## config.mk

```make
export PLATFORM = sky130hd
export DESIGN_NAME = gio_cell
export DESIGN_NICKNAME = d
export VERILOG_FILES = /design/src/core/gio_pkg.sv /design/src/core/gio_cell.sv /design/src/core/gio_serdes.sv
export SDC_FILE = /design/constraint.sdc
export NUM_CORES = 1
export LEC_CHECK = 0
export ABC_AREA = 1
export BUFFER_PORTS_ARGS = -buffer_cell sky130_fd_sc_hd__buf_2
export CAP_MARGIN = 20
export CORE_MARGIN = 2
export CORE_UTILIZATION = 30
export DETAILED_ROUTE_END_ITERATION = 10
export SYNTH_ARGS = -nofsm -noshare
export SYNTH_HDL_FRONTEND = slang
export SYNTH_HIERARCHICAL = 1
export SYNTH_SLANG_ARGS = --single-unit
```

## constraint.sdc

```tcl
create_clock -name clk_i -period 1.66 [get_ports clk_i]
set_input_delay 0.083 -clock clk_i [delete_from_list [all_inputs] [get_ports clk_i]]
set_output_delay 0.083 -clock clk_i [all_outputs]
set_load 0.02 [all_outputs]
```

## src/core/gio_pkg.sv

```systemverilog
// shared modes and constants of the general-purpose pad cell logic
package gio_pkg;
    // pad cell operating modes
    typedef enum logic [2:0] {
        GIO_UNUSED,
        GIO_INPUT,
        GIO_OUTPUT,
        GIO_BIDIR,
        GIO_CLKOUT
    } gio_mode_t;

    localparam int          GIO_CLK_MHZ      = 25;       // system clock rate
    localparam int          GIO_SERDES_WIDTH = 4;        // one-to-four serializer ratio
    localparam int          GIO_CORE_WIDTH   = 4;        // core-side data bits
    localparam logic        GIO_RST_OE       = 1'b0;     // driver off at reset
    localparam logic        GIO_RST_PULLUP   = 1'b1;     // weak pull-up at reset
    localparam logic        GIO_RST_DATA     = 1'b0;     // data registers at reset
    localparam logic [1:0]  GIO_RST_COUNT    = 2'h0;     // serdes bit counter at reset
endpackage : gio_pkg

```

## src/core/gio_cell.sv

```systemverilog
// register logic of one general-purpose pad cell between core fabric and pad
`timescale 1ns/1ps
`default_nettype none

// What this block does
// capture, output and enable registers exist
// enable register switches pad driver on/off
// input mode: capture on chosen input edge
// alternate path passes pad value unregistered
// alternate path bypasses the core interface
// double-edge input: two samples, two streams
// output mode: register on chosen output edge
// option inverts output value to pad
// double-edge output muxes two bits onto pad
// bidir: in clock captures, out clock drives
// bidir: receive and transmit registering independent
// clock-output mode drives tree clock onto pad
// high-speed cell adds 1:4 serdes, full rate
// weak pull-up while configuring
// unused pads: driver off, weak pull-up
// unused pull may become pull-down
// rising sample bit 0, falling bit 1
// resync delays falling sample half period
// enable inactive means driver high impedance
module gio_cell #(
    parameter bit HIGH_SPEED = 1'b1,
    parameter int CW         = gio_pkg::GIO_CORE_WIDTH
) (
    // clock and reset
    input  wire logic                clk_i,
    input  wire logic                resetn_i,
    // configuration
    input  wire logic                configuring_i,
    input  wire gio_pkg::gio_mode_t  mode_i,
    input  wire logic                in_reg_en_i,
    input  wire logic                in_fall_edge_i,
    input  wire logic                out_reg_en_i,
    input  wire logic                out_fall_edge_i,
    input  wire logic                oe_fall_edge_i,
    input  wire logic                out_invert_i,
    input  wire logic                double_edge_mode_i,
    input  wire logic                ddr_resync_i,
    input  wire logic                serdes_en_i,
    input  wire logic                alt_sel_i,
    input  wire logic                pull_down_sel_i,
    // core clock tree levels
    input  wire logic                in_clk_i,
    input  wire logic                out_clk_i,
    // core side
    input  wire logic [CW-1:0]       core_out_i,
    input  wire logic                core_oe_i,
    output logic [CW-1:0]            core_in_o,
    // alternate pad path
    output logic                     alternate_pad_path_o,
    // pad side
    input  wire logic                pad_i,
    output logic                     pad_o,
    output logic                     pad_oe_o,
    output logic                     pull_up_o,
    output logic                     pull_down_o
);
    // pad synchroniser
    logic            sync1;
    logic            sync2;
    logic            sync3;
    logic            pad_level;
    logic            next_pad_level;
    // clock edge detection
    logic            in_clk_q;
    logic            out_clk_q;
    logic            in_rise;
    logic            in_fall;
    logic            out_rise;
    logic            out_fall;
    logic            cap_edge;
    logic            out_edge;
    logic            oe_edge;
    // mode decode
    logic            rx_active;
    logic            tx_active;
    logic            serdes_rx;
    logic            serdes_tx;
    // data path state
    logic            fall_hold;
    logic            next_fall_hold;
    logic [CW-1:0]   next_core_in;
    logic            tx_data;
    logic            next_tx_data;
    logic            oe_q;
    logic            next_oe_q;
    logic            next_pad;
    logic            next_pad_oe;
    logic            next_pull_up;
    logic            next_pull_down;
    logic [CW-1:0]   deser_word;
    logic            ser_bit;

    // the pad is asynchronous: three stages, a change counts once stages two and three agree
    assign next_pad_level = (sync2 == sync3) ? sync3 : pad_level;

    // input and output clocks arrive as levels; edges become one-cycle enables
    assign in_rise  = in_clk_i & ~in_clk_q;
    assign in_fall  = ~in_clk_i & in_clk_q;
    assign out_rise = out_clk_i & ~out_clk_q;
    assign out_fall = ~out_clk_i & out_clk_q;
    assign cap_edge = in_fall_edge_i ? in_fall : in_rise;
    assign out_edge = out_fall_edge_i ? out_fall : out_rise;
    assign oe_edge  = oe_fall_edge_i ? out_fall : out_rise;

    // receive and transmit decode; serdes only at full rate, never with double edge
    assign rx_active = (mode_i == gio_pkg::GIO_INPUT) || (mode_i == gio_pkg::GIO_BIDIR);
    assign tx_active = (mode_i == gio_pkg::GIO_OUTPUT) || (mode_i == gio_pkg::GIO_BIDIR);
    assign serdes_rx = HIGH_SPEED && serdes_en_i && !double_edge_mode_i;
    assign serdes_tx = serdes_rx;

    // the alternate path is the pad gated only by alt_sel_i, no register on purpose
    assign alternate_pad_path_o = alt_sel_i & pad_i;

    gio_serdes #(
        .W (CW)
    ) u_serdes (
        .clk_i       (clk_i),
        .resetn_i    (resetn_i),
        .shift_in_i  (rx_active & serdes_rx & in_rise),
        .in_bit_i    (pad_level),
        .par_o       (deser_word),
        .shift_out_i (tx_active & serdes_tx & out_rise),
        .par_i       (core_out_i),
        .ser_o       (ser_bit)
    );

    // receive path: registered, unregistered, double edge or deserialised
    always_comb begin
        next_core_in   = core_in_o;
        next_fall_hold = fall_hold;
        if (rx_active) begin
            if (serdes_rx) begin
                next_core_in = deser_word;
            end else if (double_edge_mode_i) begin
                if (in_rise) begin
                    next_core_in[0] = pad_level;
                    if (ddr_resync_i) begin
                        next_core_in[1] = fall_hold;
                    end
                end
                if (in_fall) begin
                    next_fall_hold = pad_level;
                    if (!ddr_resync_i) begin
                        next_core_in[1] = pad_level;
                    end
                end
            end else if (in_reg_en_i) begin
                if (cap_edge) begin
                    next_core_in[0] = pad_level;
                end
            end else begin
                next_core_in[0] = pad_level;
            end
        end
    end

    // transmit data and enable registers
    always_comb begin
        next_tx_data = tx_data;
        next_oe_q    = oe_q;
        if (mode_i == gio_pkg::GIO_CLKOUT) begin
            next_tx_data = out_clk_i;
        end else if (tx_active) begin
            if (serdes_tx) begin
                next_tx_data = ser_bit;
            end else if (double_edge_mode_i) begin
                if (out_rise) begin
                    next_tx_data = core_out_i[0];
                end else if (out_fall) begin
                    next_tx_data = core_out_i[1];
                end
            end else if (out_reg_en_i) begin
                if (out_edge) begin
                    next_tx_data = core_out_i[0];
                end
            end else begin
                next_tx_data = core_out_i[0];
            end
            // the enable follows the output register setting of the cell
            if (!out_reg_en_i || oe_edge) begin
                next_oe_q = core_oe_i;
            end
        end
    end

    // pad driver and weak pulls; configuration overrides everything
    always_comb begin
        next_pad_oe    = 1'b0;
        next_pull_up   = 1'b0;
        next_pull_down = 1'b0;
        if (configuring_i) begin
            next_pull_up = 1'b1;
        end else if (mode_i == gio_pkg::GIO_UNUSED) begin
            next_pull_up   = ~pull_down_sel_i;
            next_pull_down = pull_down_sel_i;
        end else if (mode_i == gio_pkg::GIO_CLKOUT) begin
            next_pad_oe = 1'b1;
        end else if (tx_active) begin
            next_pad_oe = next_oe_q;
        end
        // data is parked low when not driving, so the pad sees only the board
        if (!next_pad_oe) begin
            next_pad = 1'b0;
        end else if (mode_i == gio_pkg::GIO_CLKOUT) begin
            next_pad = next_tx_data;
        end else begin
            next_pad = next_tx_data ^ out_invert_i;
        end
    end

    always_ff @(posedge clk_i) begin
        if (!resetn_i) begin
            sync1       <= gio_pkg::GIO_RST_DATA;
            sync2       <= gio_pkg::GIO_RST_DATA;
            sync3       <= gio_pkg::GIO_RST_DATA;
            pad_level   <= gio_pkg::GIO_RST_DATA;
            in_clk_q    <= gio_pkg::GIO_RST_DATA;
            out_clk_q   <= gio_pkg::GIO_RST_DATA;
            core_in_o   <= '0;
            fall_hold   <= gio_pkg::GIO_RST_DATA;
            tx_data     <= gio_pkg::GIO_RST_DATA;
            oe_q        <= gio_pkg::GIO_RST_OE;
            pad_o       <= gio_pkg::GIO_RST_DATA;
            pad_oe_o    <= gio_pkg::GIO_RST_OE;
            pull_up_o   <= gio_pkg::GIO_RST_PULLUP;
            pull_down_o <= gio_pkg::GIO_RST_DATA;
        end else begin
            sync1       <= pad_i;
            sync2       <= sync1;
            sync3       <= sync2;
            pad_level   <= next_pad_level;
            in_clk_q    <= in_clk_i;
            out_clk_q   <= out_clk_i;
            core_in_o   <= next_core_in;
            fall_hold   <= next_fall_hold;
            tx_data     <= next_tx_data;
            oe_q        <= next_oe_q;
            pad_o       <= next_pad;
            pad_oe_o    <= next_pad_oe;
            pull_up_o   <= next_pull_up;
            pull_down_o <= next_pull_down;
        end
    end
endmodule // gio_cell

`default_nettype wire

```

## src/core/gio_serdes.sv

```systemverilog
// one-to-four deserializer and four-to-one serializer of the high-speed pad cell
`timescale 1ns/1ps
`default_nettype none

module gio_serdes #(
    parameter int W = gio_pkg::GIO_SERDES_WIDTH
) (
    // clock and reset
    input  wire logic         clk_i,
    input  wire logic         resetn_i,
    // receive side
    input  wire logic         shift_in_i,
    input  wire logic         in_bit_i,
    output logic [W-1:0]      par_o,
    // transmit side
    input  wire logic         shift_out_i,
    input  wire logic [W-1:0] par_i,
    output logic              ser_o
);
    logic [W-1:0]         in_shift;
    logic [W-1:0]         next_in_shift;
    logic [W-1:0]         next_par;
    logic [$clog2(W)-1:0] in_cnt;
    logic [$clog2(W)-1:0] next_in_cnt;
    logic [W-1:0]         out_shift;
    logic [W-1:0]         next_out_shift;
    logic [$clog2(W)-1:0] out_cnt;
    logic [$clog2(W)-1:0] next_out_cnt;
    logic                 next_ser;

    // first bit received lands in bit 0, last in bit W-1
    always_comb begin
        next_in_shift  = in_shift;
        next_in_cnt    = in_cnt;
        next_par       = par_o;
        next_out_shift = out_shift;
        next_out_cnt   = out_cnt;
        next_ser       = ser_o;
        if (shift_in_i) begin
            next_in_shift = {in_bit_i, in_shift[W-1:1]};
            next_in_cnt   = in_cnt + 1'b1;
            if (in_cnt == ($clog2(W))'(W - 1)) begin
                next_par = {in_bit_i, in_shift[W-1:1]};
            end
        end
        // a fresh word is loaded every W shifts, bit 0 goes out first
        if (shift_out_i) begin
            next_out_cnt = out_cnt + 1'b1;
            if (out_cnt == '0) begin
                next_ser       = par_i[0];
                next_out_shift = par_i >> 1;
            end else begin
                next_ser       = out_shift[0];
                next_out_shift = out_shift >> 1;
            end
        end
    end

    always_ff @(posedge clk_i) begin
        if (!resetn_i) begin
            in_shift  <= '0;
            in_cnt    <= '0;
            par_o     <= '0;
            out_shift <= '0;
            out_cnt   <= '0;
            ser_o     <= gio_pkg::GIO_RST_DATA;
        end else begin
            in_shift  <= next_in_shift;
            in_cnt    <= next_in_cnt;
            par_o     <= next_par;
            out_shift <= next_out_shift;
            out_cnt   <= next_out_cnt;
            ser_o     <= next_ser;
        end
    end
endmodule // gio_serdes

`default_nettype wire

```

* After elaboration in Yosys (flattened, before gate mapping)
Index checks and enable logic that the tools add are counted.
** Cells by class
- $lt $le $gt $ge :: 0
- Equal/unequal tests :: 8
- Mux-type cells :: 31
- Reduce and logical (&&, ||, !) cells :: 17
- Shift-type cells :: 0
- Bitwise logic cells :: 18
- $add $sub $neg :: 2
- Div/mod/pow operators :: 0
- Multipliers :: 0
** Operators with widths (number)
- $mux 1 :: 28
- $and 1x1->1 :: 9
- $not 1->1 :: 8
- $reduce_and 2->1 :: 4
- $eq 3x2->1 const B :: 2
- $add 2x1->2 const B :: 2
- $mux 2 :: 2
- $ne 4x1->1 const B :: 1
- $reduce_and 4->1 :: 1
- $eq 3x1->1 const B :: 1
- $eq 3x3->1 const B :: 1
- $logic_not 3->1 :: 1
- $logic_or 1x1->1 :: 3
- $mux 3 :: 1
- $ne 3x1->1 const B :: 1
- $reduce_and 3->1 :: 1
- $reduce_or 3->1 :: 1
- $eq 2x2->1 const B :: 1
- $logic_not 1->1 :: 2
- $logic_not 2->1 :: 1
- $reduce_bool 2->1 :: 1
- $reduce_or 2->1 :: 1
- $eq 1x1->1 :: 1
- $logic_and 1x1->1 :: 1
- $xor 1x1->1 :: 1
** Storage, ports and cells
- Memory bits (read-only) :: 0
- RAM bits :: 0
- Memories :: 0
- Bits in registers :: 34
- Bits in latches :: 0

* Depth between registers and ports, before layout
- Depth after elaboration :: 12
- Mapped depth :: 11

* Cells and area by module
Netlist, hierarchy kept.
** By module, submodules not included
- gio_cell :: area an instance 888.4 um^2, sequential area each 340.3 um^2, cells each 138, times used 1
- gio_serdes :: area an instance 610.6 um^2, sequential area each 300.3 um^2, cells each 80, times used 1

* Worst setup path before layout
OpenSTA, ideal clock, no wires.
- Path type :: register to register
- Start point :: register out_clk_q
- End point :: register u_serdes.out_cnt[0]
- Library setup time :: 0.116 ns
- Period minus slack after synthesis :: 1.172 ns
- Buffers on the path :: 1
- Setup slack :: 0.488 ns
- Cell stages (with the launch flop) :: 7
- Required time :: 1.544 ns
- Arrival :: 1.055 ns
- Path through :: dfxtp_1 -> inv_1 -> nand2_1 -> nor4_1 -> buf_6 -> xnor2_1 -> nor2_1
** On the way
- Longest elaborated chain between the ends :: 3
** Ends and longest elaborated chain
- from (decl) :: RTL line gio_cell.sv:70 : logic out_clk_q;
- from (signal assigned) :: RTL line gio_cell.sv:223 : out_clk_q <= gio_pkg::GIO_RST_DATA;
- from (signal assigned) :: RTL line gio_cell.sv:238 : out_clk_q <= out_clk_i;
- $not 1->1 :: RTL line gio_cell.sv:104 : assign out_rise = out_clk_i & ~out_clk_q;
- $and 1x1->1 :: RTL line gio_cell.sv:104
- $and 1x1->1 :: RTL line gio_cell.sv:127 : .shift_out_i (tx_active & serdes_tx & out_rise),
- to (signal assigned) :: RTL line gio_serdes.sv:72 : out_cnt <= next_out_cnt;
- to (decl) :: RTL line gio_serdes.sv:27 : logic [$clog2(W)-1:0] out_cnt;
Every way passes these cells.
A chain may end at the register's enable or synchronous reset.

* Worst setup path in the final report
- Start point :: register in_clk_q
- End point :: register core_in_o[1]
** On the way
- Longest elaborated chain between the ends :: 7
- Elaborated cells between the ends (all ways) :: 8
** Ends and longest elaborated chain
- from (decl) :: RTL line gio_cell.sv:69 : logic in_clk_q;
- from (signal assigned) :: RTL line gio_cell.sv:222 : in_clk_q <= gio_pkg::GIO_RST_DATA;
- from (signal assigned) :: RTL line gio_cell.sv:237 : in_clk_q <= in_clk_i;
- $not 1->1 :: RTL line gio_cell.sv:102 : assign in_rise = in_clk_i & ~in_clk_q;
- $and 1x1->1 :: RTL line gio_cell.sv:102
- $mux 2 :: RTL line gio_cell.sv:140 : if (in_rise) begin
- $mux 1 :: RTL line gio_cell.sv:148 : if (!ddr_resync_i) begin
- $mux 1 * :: RTL line gio_cell.sv:146 : if (in_fall) begin
- $mux 1 * :: RTL line gio_cell.sv:139 : end else if (double_edge_mode_i) begin
- $mux 2 * :: RTL line gio_cell.sv:137 : if (serdes_rx) begin
- to (signal assigned) :: RTL line gio_cell.sv:239 : core_in_o <= next_core_in;
- to (decl) :: RTL line gio_cell.sv:52 : output logic [CW-1:0] core_in_o,
Every way passes the cells marked *; elsewhere a longest branch is shown, timed or not. The select of a mux whose other input is x is not followed.

==> reports/metrics.yaml <==
status:
  status: "completed"
setup_path:
  cp_slowest_stage_delay_ps: 310
  crit_path_max_fanout: 4
  timing.rr.end: "core_in_o[1]"
  reg2reg_from: "in_clk_q"
  crit_chain: "inv_1 -> nor2_1 -> nand2_1 -> or2_0 -> nand2_1 -> a21oi_1 -> o21ai_0 -> a21oi_1"
  critPathKind: "reg -> reg"
  worstSetupStartpoint: "in_clk_q"
  crit_path_end_kind: "flop"
  startpoint_type: "flop"
  required_ps: 1830
  critPathSlowestCell: "dfxtp_1"
  r2r_setup_slack_ps: 340
  reg2reg_depth: 8
  crit_arrival_ps: 1490
  endpoint: "core_in_o[1]"
sta:
  finalSetupTns_ps: 0
  relSlewSlack_pct: 82.2
  rsz0062_at_grt: "false"
  worstMarginPinSlew_ps: 265
  drv_slew: 0
  setup_violations: 0
  holdWs_ps: 23.7
  max_freq_mhz: 759
  finalCritPeriodShare_pct: 79.4
  final_hold_viol_count: 0
  fin_crit_ps: 1320
  skew_ps: 5.84
drt:
  dr_wl_met3_um: 186
  ant_nets: 0
  dr.pass1.iters: 4
  wl_per_cell_um: 9.94
  vias_per_cell: 4.39
  drt_wl_total_um: 3230
  drtIter0Drc: 80
  wl_met2_um: 1410
  drt_drc_violations_left: 0
  wl_met1_um: 1580
  vias: 1428
  highest_layer: "met4"
placed_design:
  place_area_um2: 1740
  hpwl_um: 2490
  gp_congestion: 0.813
  portBuffers: 33
yosys:
  synth_seq_cells: 32
  synth_nets: 245
  async_flop_share_pct: 0
  syn_area_um2: 1500
  synth_cell_types: 23
  synth_ff_type: "dfxtp_1"
  yosysWarnings: 6
  synth_cells: 218
  synth_edf_count: 0
  avgSynthCellArea_um2: 6.88
  ys_seq_area_share_pct: 42.7
layout:
  final_common_cell: "nand2_1"
  ff_latch_area_um2: 641
  multi_input_area_um2: 703
  drive_gt1_share_pct: 19.8
  area_growth_pct: 22.2
  final_cell_mix: "nand2_1, nor2_1, buf_2"
  nets: 287
  finalInstanceArea_um2: 1830
  diodes: 0
  n_fill_cell: 527
clock_network:
  clock_path_buffers: 2
  cts_tree: "yes"
  clk_latency_ps: 280
  cts.reportedPaths.clkPinSlew_ps: 60
  cts_buffers: 5
  htreeDepth: 2
  clock_sinks: 32
  root_buffer: "clkbuf_8"
global_route:
  antenna_found_initial: 0
  overflow: 0
  grt_pass1_wl_um: 5530
  grtUsageTotal_pct: 13.1
  grt_max_degree: 16
  grt_pass1_vias: 1302
floorplanning:
  die_w_um: 74.7
  dieArea_um2: 5580
  start_util_pct: 31.3
  dieHeight_um: 74.7
  ioPinCount: 34
  core_um2: 4790
  placementRows: 25
flow_run:
  maxCapViolCount: 0
power_and_ir_drop:
  power_mw: 1.51
  power_density_nw_per_um2: 822
  ir_drop_mv: 0.331
  p_leak_nw: 0.897
worst_hold_path:
  holdCritStartpoint: "configuring_i"
  min_path_type: "in -> reg"
  holdPathStages: 3
==> registers in the layout, indices dropped and copies added, names as in the netlist, 2 cells and up <==
register	cells
u_serdes/in_shift	3
u_serdes/out_shift	3
u_serdes/in_cnt	2
u_serdes/out_cnt	2
u_serdes/par_o	4
core_in_o	4
==> synthesized netlist by cell type (2+ instances only) <==
| master | instances | area share, % |
|---|---|---|
| a21oi_1 | 16 | 5.3 |
| xnor2_1 | 2 | 1.2 |
| nand4_1 | 5 | 2.1 |
| inv_2 | 4 | 1.0 |
| inv_1 | 30 | 7.5 |
| o21ai_0 | 14 | 4.7 |
| nand2_1 | 51 | 13 |
| nand3_1 | 14 | 4.7 |
| dfxtp_1 | 32 | 43 |
| nor2_1 | 34 | 8.5 |
| ha_1 | 2 | 1.7 |
| nand2_2 | 2 | 0.83 |
| buf_6 | 2 | 1.5 |
==> layer usage <==
| layer | vias up | track usage (%) |
|---|---|---|
| li1 | 771 | - |
| met1 | 623 | 16.7 |
| met2 | 28 | 20.2 |
| met3 | 6 | 4.95 |
| met4 | 0 | 4.96 |
| met5 | - | 0 |
==> report_power, final <==
| group | switching (mW) | total [mW] | internal [mW] |
|---|---|---|---|
| logic | 0.112 | 0.183 | 0.0707 |
| registers | 0.0102 | 0.799 | 0.789 |
| clock network | 0.255 | 0.524 | 0.269 |
==> worst min path at each step <==
stage                      to  slack, ps
finish              pull_up_o         20
global route        out_clk_q         40
CTS                 pull_up_o         10
detailed placement      sync1        290
global placement        sync1        280
floorplan            in_clk_q        180
==> what timing repair did <==
action	4_1_cts	5_1_grt
setup endpoints to repair	0	0
buffers inserted	0	0
hold buffers	2	0
endpoints found under the hold margin	2	0
resized for setup	0	0
==> through the flow <==
step	utilization, %	setup slack, ps	instances
after floorplan	-	488	218
after global placement	36.4	255	318
after detailed placement	36.4	215	318
after CTS	38.3	331	325
after global routing	38.3	149	325
final	38.3	342	325
==> final cells by class <==
type | instances | area share (%)
sequential | 32 | 35.0
inverter | 34 | 6.97
timing repair buffer | 38 | 11.3
clock buffer | 5 | 3.76
multi-input combinational | 149 | 38.4
tap | 67 | 4.58
==> cell families after synthesis <==
family | count (synthesis) | share of synthesized area, %
flops | 32 | 42.7
simple gates | 112 | 32.5
buf+inv | 37 | 10.3
compound gates | 33 | 11.6
xor+xnor | 2 | 1.17
fa+ha+maj | 2 | 1.67
==> worst max-delay path, delay by kind of cell (launching register included) <==
family                 cells  cell delay (ps)
buffers and inverters      1               50
flip-flops                 1              310
AND/OR/NAND/NOR            4              620
AO/OA/AOI/OAI              3              210
No activity file was read; power rests on OpenSTA's default activity.
